===== config.mk =====
export PLATFORM = sky130hd
export DESIGN_NAME = pertb_top
export DESIGN_NICKNAME = d
export VERILOG_FILES = /design/src/pertb_pkg.sv /design/src/pertb_top.sv
export SDC_FILE = /design/constraint.sdc
export NUM_CORES = 1
export LEC_CHECK = 0
export BUFFER_PORTS_ARGS = -buffer_cell sky130_fd_sc_hd__buf_2
export CELL_PAD_IN_SITES_DETAIL_PLACEMENT = 0
export CELL_PAD_IN_SITES_GLOBAL_PLACEMENT = 2
export CORE_MARGIN = 2
export CORE_UTILIZATION = 36
export CTS_CLUSTER_DIAMETER = 120
export DETAILED_ROUTE_END_ITERATION = 12
export HOLD_SLACK_MARGIN = 0.12
export PLACE_DENSITY_LB_ADDON = 0.1
export RECOVER_POWER = 100
export SLEW_MARGIN = 10
export SYNTH_ARGS = -nofsm -noshare
export SYNTH_HDL_FRONTEND = slang
export SYNTH_SLANG_ARGS = --single-unit

===== constraint.sdc =====
create_clock -name clock -period 3.7 [get_ports clock]
set_input_delay 1.11 -clock clock [delete_from_list [all_inputs] [get_ports clock]]
set_output_delay 1.11 -clock clock [all_outputs]
set_load 0.1 [all_outputs]

===== src/pertb_pkg.sv =====
// Constants, types and register map of the period timer with scalers.
`default_nettype none
package pertb_pkg;

	// ----------------------------------------------------------------
	// Register indices; byte address is four times the index.
	// ----------------------------------------------------------------
	localparam logic [9:0] IDX_FLAGS = 10'h00c;
	localparam logic [9:0] IDX_COUNT = 10'h011;
	localparam logic [9:0] IDX_CTRL = 10'h012;
	localparam logic [9:0] IDX_ENABLES = 10'h08c;
	localparam logic [9:0] IDX_PERIOD = 10'h092;

	// ----------------------------------------------------------------
	// Field positions and reset values.
	// ----------------------------------------------------------------
	localparam int MATCH_BIT = 1;
	localparam logic [7:0] COUNT_RST = 8'h00;
	localparam logic [7:0] PERIOD_RST = 8'hff;
	localparam logic [7:0] FLAGS_RST = 8'h00;

	// ----------------------------------------------------------------
	// Prescale terminal counts and instruction clock division.
	// ----------------------------------------------------------------
	localparam logic [3:0] PRE_TC_1 = 4'h0;
	localparam logic [3:0] PRE_TC_4 = 4'h3;
	localparam logic [3:0] PRE_TC_16 = 4'hf;
	localparam int INSTR_DIV_DEF = 4;

	// ----------------------------------------------------------------
	// Bus responses.
	// ----------------------------------------------------------------
	localparam logic [1:0] RESP_OKAY = 2'h0;
	localparam logic [1:0] RESP_SLVERR = 2'h2;

	// Control register layout, bits 6..0.
	typedef struct packed {
		logic [3:0] postscale;
		logic run;
		logic [1:0] prescale;
	} pertb_ctrl_t;

	localparam pertb_ctrl_t CTRL_RST = 7'h00;

	typedef enum logic [1:0] {
		WS_IDLE = 2'b01,
		WS_RESP = 2'b10
	} pertb_wstate_t;

endpackage
`default_nettype wire


===== src/pertb_top.sv =====
// Period timer with prescaler, postscaler and match interrupt behind AXI4-Lite.
//
// Chosen here: the AXI4-Lite interface to the registers.
`timescale 1ns/1ns
`default_nettype none
module pertb_top #(
	parameter int INSTR_DIV = pertb_pkg::INSTR_DIV_DEF
) (
	input wire logic clock, // Core clock, 100 MHz.
	input wire logic nrst, // Asynchronous reset, active low.
	input wire logic [11:0] s_axi_awaddr, // Write address.
	input wire logic s_axi_awvalid, // Write address valid.
	output logic s_axi_awready, // Write address ready.
	input wire logic [31:0] s_axi_wdata, // Write data.
	input wire logic [3:0] s_axi_wstrb, // Write byte strobes.
	input wire logic s_axi_wvalid, // Write data valid.
	output logic s_axi_wready, // Write data ready.
	output logic [1:0] s_axi_bresp, // Write response.
	output logic s_axi_bvalid, // Write response valid.
	input wire logic s_axi_bready, // Write response ready.
	input wire logic [11:0] s_axi_araddr, // Read address.
	input wire logic s_axi_arvalid, // Read address valid.
	output logic s_axi_arready, // Read address ready.
	output logic [31:0] s_axi_rdata, // Read data.
	output logic [1:0] s_axi_rresp, // Read response.
	output logic s_axi_rvalid, // Read data valid.
	input wire logic s_axi_rready, // Read data ready.
	output logic irq // Level interrupt, high while an enabled flag is set.
);

	// ----------------------------------------------------------------
	// State declarations
	// ----------------------------------------------------------------
	pertb_pkg::pertb_wstate_t ws_r, ws_nxt;
	logic aw_have_r, aw_have_nxt;
	logic [9:0] aw_idx_r, aw_idx_nxt;
	logic w_have_r, w_have_nxt;
	logic [7:0] wbyte_r, wbyte_nxt;
	logic wlane_r, wlane_nxt;
	logic awready_r, awready_nxt;
	logic wready_r, wready_nxt;
	logic bvalid_r, bvalid_nxt;
	logic [1:0] bresp_r, bresp_nxt;
	logic arready_r, arready_nxt;
	logic rvalid_r, rvalid_nxt;
	logic [31:0] rdata_r, rdata_nxt;
	logic [1:0] rresp_r, rresp_nxt;

	pertb_pkg::pertb_ctrl_t ctrl_r, ctrl_nxt;
	logic [7:0] count_r, count_nxt;
	logic [7:0] period_r, period_nxt;
	logic [3:0] pre_cnt_r, pre_cnt_nxt;
	logic [3:0] post_cnt_r, post_cnt_nxt;
	logic [7:0] instr_cnt_r, instr_cnt_nxt;
	logic flag_r, flag_nxt;
	logic ie_r, ie_nxt;
	logic irq_r, irq_nxt;

	logic wr_fire;
	logic wr_ok;
	logic [9:0] ar_idx;
	logic [7:0] rd_byte;
	logic rd_ok;
	logic instr_tick;
	logic pre_tick;
	logic [3:0] pre_tc;
	logic match_set;

	// ----------------------------------------------------------------
	// Register write path
	// ----------------------------------------------------------------
	// A write is carried out once both address and data are held.
	assign wr_fire = (ws_r == pertb_pkg::WS_IDLE) && aw_have_r && w_have_r;

	always_comb
	begin
		wr_ok = 1'b0;
		if (aw_idx_r == pertb_pkg::IDX_FLAGS)
			wr_ok = 1'b1;
		else if (aw_idx_r == pertb_pkg::IDX_COUNT)
			wr_ok = 1'b1;
		else if (aw_idx_r == pertb_pkg::IDX_CTRL)
			wr_ok = 1'b1;
		else if (aw_idx_r == pertb_pkg::IDX_ENABLES)
			wr_ok = 1'b1;
		else if (aw_idx_r == pertb_pkg::IDX_PERIOD)
			wr_ok = 1'b1;
	end

	always_comb
	begin
		ws_nxt = ws_r;
		aw_have_nxt = aw_have_r;
		aw_idx_nxt = aw_idx_r;
		w_have_nxt = w_have_r;
		wbyte_nxt = wbyte_r;
		wlane_nxt = wlane_r;
		bvalid_nxt = bvalid_r;
		bresp_nxt = bresp_r;
		case (ws_r)
			pertb_pkg::WS_IDLE:
			begin
				if (s_axi_awvalid && awready_r)
				begin
					aw_have_nxt = 1'b1;
					aw_idx_nxt = s_axi_awaddr[11:2];
				end
				if (s_axi_wvalid && wready_r)
				begin
					w_have_nxt = 1'b1;
					wbyte_nxt = s_axi_wdata[7:0];
					wlane_nxt = s_axi_wstrb[0];
				end
				if (wr_fire)
				begin
					aw_have_nxt = 1'b0;
					w_have_nxt = 1'b0;
					bvalid_nxt = 1'b1;
					bresp_nxt = wr_ok ? pertb_pkg::RESP_OKAY : pertb_pkg::RESP_SLVERR;
					ws_nxt = pertb_pkg::WS_RESP;
				end
			end
			pertb_pkg::WS_RESP:
			begin
				if (s_axi_bready)
				begin
					bvalid_nxt = 1'b0;
					ws_nxt = pertb_pkg::WS_IDLE;
				end
			end
			default:
			begin
				ws_nxt = pertb_pkg::WS_IDLE;
			end
		endcase
		awready_nxt = (ws_nxt == pertb_pkg::WS_IDLE) && !aw_have_nxt;
		wready_nxt = (ws_nxt == pertb_pkg::WS_IDLE) && !w_have_nxt;
	end

	always_ff @(posedge clock or negedge nrst)
	begin
		if (!nrst)
		begin
			ws_r <= pertb_pkg::WS_IDLE;
			aw_have_r <= 1'b0;
			aw_idx_r <= 10'h000;
			w_have_r <= 1'b0;
			wbyte_r <= 8'h00;
			wlane_r <= 1'b0;
			awready_r <= 1'b0;
			wready_r <= 1'b0;
			bvalid_r <= 1'b0;
			bresp_r <= pertb_pkg::RESP_OKAY;
		end
		else
		begin
			ws_r <= ws_nxt;
			aw_have_r <= aw_have_nxt;
			aw_idx_r <= aw_idx_nxt;
			w_have_r <= w_have_nxt;
			wbyte_r <= wbyte_nxt;
			wlane_r <= wlane_nxt;
			awready_r <= awready_nxt;
			wready_r <= wready_nxt;
			bvalid_r <= bvalid_nxt;
			bresp_r <= bresp_nxt;
		end
	end

	// ----------------------------------------------------------------
	// Register read path
	// ----------------------------------------------------------------
	assign ar_idx = s_axi_araddr[11:2];

	always_comb
	begin
		rd_byte = 8'h00;
		rd_ok = 1'b1;
		if (ar_idx == pertb_pkg::IDX_FLAGS)
			rd_byte = 8'(flag_r) << pertb_pkg::MATCH_BIT;
		else if (ar_idx == pertb_pkg::IDX_COUNT)
			rd_byte = count_r;
		else if (ar_idx == pertb_pkg::IDX_CTRL)
			rd_byte = {1'b0, ctrl_r};
		else if (ar_idx == pertb_pkg::IDX_ENABLES)
			rd_byte = 8'(ie_r) << pertb_pkg::MATCH_BIT;
		else if (ar_idx == pertb_pkg::IDX_PERIOD)
			rd_byte = period_r;
		else
			rd_ok = 1'b0;
	end

	always_comb
	begin
		arready_nxt = arready_r;
		rvalid_nxt = rvalid_r;
		rdata_nxt = rdata_r;
		rresp_nxt = rresp_r;
		if (s_axi_arvalid && arready_r)
		begin
			arready_nxt = 1'b0;
			rvalid_nxt = 1'b1;
			rdata_nxt = {24'h000000, rd_byte};
			rresp_nxt = rd_ok ? pertb_pkg::RESP_OKAY : pertb_pkg::RESP_SLVERR;
		end
		else if (rvalid_r && s_axi_rready)
		begin
			rvalid_nxt = 1'b0;
			arready_nxt = 1'b1;
		end
		else if (!rvalid_r)
		begin
			arready_nxt = 1'b1;
		end
	end

	always_ff @(posedge clock or negedge nrst)
	begin
		if (!nrst)
		begin
			arready_r <= 1'b0;
			rvalid_r <= 1'b0;
			rdata_r <= 32'h00000000;
			rresp_r <= pertb_pkg::RESP_OKAY;
		end
		else
		begin
			arready_r <= arready_nxt;
			rvalid_r <= rvalid_nxt;
			rdata_r <= rdata_nxt;
			rresp_r <= rresp_nxt;
		end
	end

	// ----------------------------------------------------------------
	// Timer core
	// ----------------------------------------------------------------
	// The instruction clock runs at the core clock divided by INSTR_DIV.
	assign instr_tick = (instr_cnt_r == 8'(INSTR_DIV - 1));

	always_comb
	begin
		case (ctrl_r.prescale)
			2'b00: pre_tc = pertb_pkg::PRE_TC_1;
			2'b01: pre_tc = pertb_pkg::PRE_TC_4;
			default: pre_tc = pertb_pkg::PRE_TC_16;
		endcase
	end

	assign pre_tick = ctrl_r.run && instr_tick && (pre_cnt_r == pre_tc);

	always_comb
	begin
		instr_cnt_nxt = instr_tick ? 8'h00 : instr_cnt_r + 8'h01;
		ctrl_nxt = ctrl_r;
		count_nxt = count_r;
		period_nxt = period_r;
		pre_cnt_nxt = pre_cnt_r;
		post_cnt_nxt = post_cnt_r;
		ie_nxt = ie_r;
		match_set = 1'b0;
		if (ctrl_r.run && instr_tick)
			pre_cnt_nxt = pre_tick ? 4'h0 : pre_cnt_r + 4'h1;
		if (pre_tick)
		begin
			if (count_r == period_r)
			begin
				count_nxt = 8'h00;
				if (post_cnt_r == ctrl_r.postscale)
				begin
					post_cnt_nxt = 4'h0;
					match_set = 1'b1;
				end
				else
					post_cnt_nxt = post_cnt_r + 4'h1;
			end
			else
				count_nxt = count_r + 8'h01;
		end
		// A software load of the counter restarts both scalers.
		if (wr_fire && wlane_r)
		begin
			if (aw_idx_r == pertb_pkg::IDX_COUNT)
			begin
				count_nxt = wbyte_r;
				pre_cnt_nxt = 4'h0;
				post_cnt_nxt = 4'h0;
			end
			else if (aw_idx_r == pertb_pkg::IDX_CTRL)
				ctrl_nxt = wbyte_r[6:0];
			else if (aw_idx_r == pertb_pkg::IDX_PERIOD)
				period_nxt = wbyte_r;
			else if (aw_idx_r == pertb_pkg::IDX_ENABLES)
				ie_nxt = wbyte_r[pertb_pkg::MATCH_BIT];
		end
		// Writing a one clears the flag; a match in the same cycle wins.
		flag_nxt = flag_r;
		if (wr_fire && wlane_r && (aw_idx_r == pertb_pkg::IDX_FLAGS))
			flag_nxt = flag_r & ~wbyte_r[pertb_pkg::MATCH_BIT];
		flag_nxt = flag_nxt | match_set;
		irq_nxt = flag_nxt && ie_nxt;
	end

	always_ff @(posedge clock or negedge nrst)
	begin
		if (!nrst)
		begin
			ctrl_r <= pertb_pkg::CTRL_RST;
			count_r <= pertb_pkg::COUNT_RST;
			period_r <= pertb_pkg::PERIOD_RST;
			pre_cnt_r <= 4'h0;
			post_cnt_r <= 4'h0;
			instr_cnt_r <= 8'h00;
			flag_r <= pertb_pkg::FLAGS_RST[pertb_pkg::MATCH_BIT];
			ie_r <= 1'b0;
			irq_r <= 1'b0;
		end
		else
		begin
			ctrl_r <= ctrl_nxt;
			count_r <= count_nxt;
			period_r <= period_nxt;
			pre_cnt_r <= pre_cnt_nxt;
			post_cnt_r <= post_cnt_nxt;
			instr_cnt_r <= instr_cnt_nxt;
			flag_r <= flag_nxt;
			ie_r <= ie_nxt;
			irq_r <= irq_nxt;
		end
	end

	// ----------------------------------------------------------------
	// Outputs
	// ----------------------------------------------------------------
	assign s_axi_awready = awready_r;
	assign s_axi_wready = wready_r;
	assign s_axi_bvalid = bvalid_r;
	assign s_axi_bresp = bresp_r;
	assign s_axi_arready = arready_r;
	assign s_axi_rvalid = rvalid_r;
	assign s_axi_rdata = rdata_r;
	assign s_axi_rresp = rresp_r;
	assign irq = irq_r;

endmodule
`default_nettype wire


==> results by group <==
Final layout
  – Layout cells sized above 1: 0.232
  – Nets: 503
  – N_diodes: 0
  – Area delta synth->final: 14.7%
  – Fin area: 4730 µm²

Global routing
  – First-pass GRT wire length: 15.4 mm
  – GR Util All Layers: 0.159
  – Largest net degree at the start of global routing: 81
  – Vias in the first global route: 2956
  – Initial antenna violation count: 0
  – GR Overflow Total: 0

Timing
  – Post-layout worst setup margin: 852 ps
  – Clock skew: 6.00 ps
  – Fin crit period: 2850 ps
  – Setup TNS: 0 ps
  – Crit share post-route: 0.770
  – Max Freq: 351 MHz
  – Max Slew Vio Count: 81
  – Slew headroom: -0.319
  – RSZ-0062 raised after global routing: no
  – Final setup viols: 0
  – Final hold vios: 0
  – Worst slew pin tran: 1980 ps

Clock network
  – Post_cts resized: 0
  – Clock tree buffer depth: 2
  – Postcts setup bufs: 0
  – CTS clk-pin slew, worst paths: 60 ps
  – Worst-Skew Late Latency: 350 ps
  – CTS tree: built
  – Total CTS buffers: 9
  – Sink Count: 80
  – Clock root buffer: clkbuf_16
  – CTS H-tree lvls: 3
  – # hold bufs at CTS: 0

Die
  – Die area: 12300 µm²
  – Starting Density: 0.364
  – Top-Level Pins: 109
  – DIE WIDTH: 111 µm
  – Die height: 111 µm
  – Row count: 39
  – CORE AREA: 11300 µm²

Worst hold path
  – Hold Path Depth: 1
  – HP Class: reg2reg

Detailed routing
  – DRC viols: 0
  – Post-route ant nets: 0
  – Wirelength, routed: 9.20 mm
  – Routed vias/inst: 5.15
  – DR WL/cell: 15.9 µm
  – 1st-iter DRT viols: 120
  – Iteration count of the initial detailed-routing pass: 4
  – Via count: 2979

Synthesis
  – Count of state elements after synthesis: 80
  – Ys flop type: dfrtp_1
  – Top cell type's share of synthesized area: 0.431
  – Commonest cells post-synth: dfrtp_1, mux2_2, nand2_1, buf_4, nor2_1
  – Syn Inst Count: 379
  – EDFF count, synth: 0
  – FFs w/ async S/R, synth: 1.00
  – Number of warnings issued by yosys: 0
  – Netlist Area Pre-Place: 4120 µm²
  – Unique masters post-synth: 56
  – Sequential area share after synthesis: 0.488
  – Avg Synthesized Cell Area: 10.9 µm²
  – Post-synth top area cell: dfrtp_1
  – Most frequent cell after synthesis: dfrtp_1
  – Ranking of synthesized cells by area: dfrtp_1, mux2_2, dfstp_2, buf_4, xor2_1

Pwr
  – Sequential share of power: 0.395
  – Clock group share of total power: 0.361
  – Power per cell area: 646 nW/µm²
  – Peak VDD IR: 0.378 mV
  – Leakage: 2.21 nW
  – Sw Share: 0.337
  – Psw: 1.03 mW
  – Gate power share: 0.244
  – Power Internal: 2.03 mW

Worst setup path
  – Setup crit start kind: flop
  – Worst-path fanout max: 8
  – R2R depth: 6
  – R2R setup slack: 850 ps
  – Crit Path Class: reg2reg
  – Crit end category: flop
  – WP data arrival: 3120 ps
  – Worst path required time: 3970 ps

Run status
  – Status: finished, violations left
  – Failing checks: capacitance limit, slew limit

Placed design
  – Cell area after placement: 4420 µm²
  – Final HPWL DP: 6.48 mm
  – Setup slack after placement: 837 ps
  – Port bufs: 51
  – GP Congestion: 0.753

Job
  – MaxCap Viol Count: 1
-- worst paths after layout --
path | startpoint | end
worst min register to register | instr_cnt_r[0] | instr_cnt_r[0]
worst min-delay path | instr_cnt_r[0] | instr_cnt_r[0]
worst max-delay path | ws_r[0] | period_r[1]
max in group asynchronous | nrst | s_axi_bvalid
min in group asynchronous | nrst | s_axi_rvalid
worst max register to register | ws_r[0] | period_r[1]
-- cells in the final DEF (no fill, tap or decap), types with 5 or more instances in the layout --
cell type	instances
buf_2	34
nor4_1	5
ha_1	6
xor2_1	15
xnor2_1	6
inv_1	7
clkbuf_16	9
a31oi_1	8
nand3_1	21
nand2_1	28
o21ai_0	15
and3_1	9
nand4b_1	5
dfstp_2	8
mux2_2	35
nand4_1	7
clkbuf_1	17
nor2_1	24
a21oi_1	11
conb_1	26
dfrtp_1	71
a222oi_1	6
-- flip-flops by register name, summed over array words and instances, names as in the netlist, 2 cells and up --
name	flops
aw_idx_r	10
count_r	8
ctrl_r	7
instr_cnt_r	8
period_r	8
post_cnt_r	4
pre_cnt_r	4
s_axi_rdata	8
wbyte_r	8
ws_r	2
-- per-layer routing --
layer  global-route usage  up-vias  routed length [µm]
li1                     -     1428                   -
met1                0.212     1466                4280
met2                0.245       72                4240
met3               0.0410       13                 463
met4               0.0733        0                 218
met5                    0        -                   0
-- cell families after synthesis --
kind of cell,share of synthesized area
simple gates,0.190
flops,0.488
compound gates,0.0932
buf+inv,0.0643
mux,0.101
xor+xnor,0.0446
fa+ha+maj,0.0182
other cells,0.000909
-- worst max-delay path: stages (launching register included) --
cell      delay (ps)
dfstp_1          570
ha_1             300
and3_1           310
and2_0           260
nand4b_1         190
nor3b_2          720
mux2_2           420
-- per-stage QoR --
| step | total power [mW] | cells | utilization | hold WS (ps) |
|---|---|---|---|---|
| final | 3.05 | 578 | 0.418 | 469 |
| after global routing | 3.23 | 578 | 0.418 | 492 |
| after CTS | 3.12 | 578 | 0.423 | 467 |
| after detailed placement | 2.00 | 562 | 0.391 | 459 |
| after global placement | 1.99 | 562 | 0.391 | 445 |
| after floorplan | 1.84 | 404 | - | 425 |
-- power groups by stage --
stage	clock network, mW	logic (mW)	registers, mW
after floorplan	0	0.533	1.31
after global placement	0	0.759	1.23
after detailed placement	0	0.769	1.23
after CTS	1.13	0.771	1.22
after global routing	1.17	0.823	1.23
final	1.10	0.745	1.21
-- final cells by class --
class | instances | area, µm²
clock buffers | 10 | 239
clock inverters | 6 | 130
fillers | 1153 | 6590
inverters | 7 | 26.3
multi-input cells | 280 | 1900
flip-flops and latches | 80 | 2010
well taps | 143 | 179
repair buffers | 52 | 239
Power figures use the tool's default switching activity.
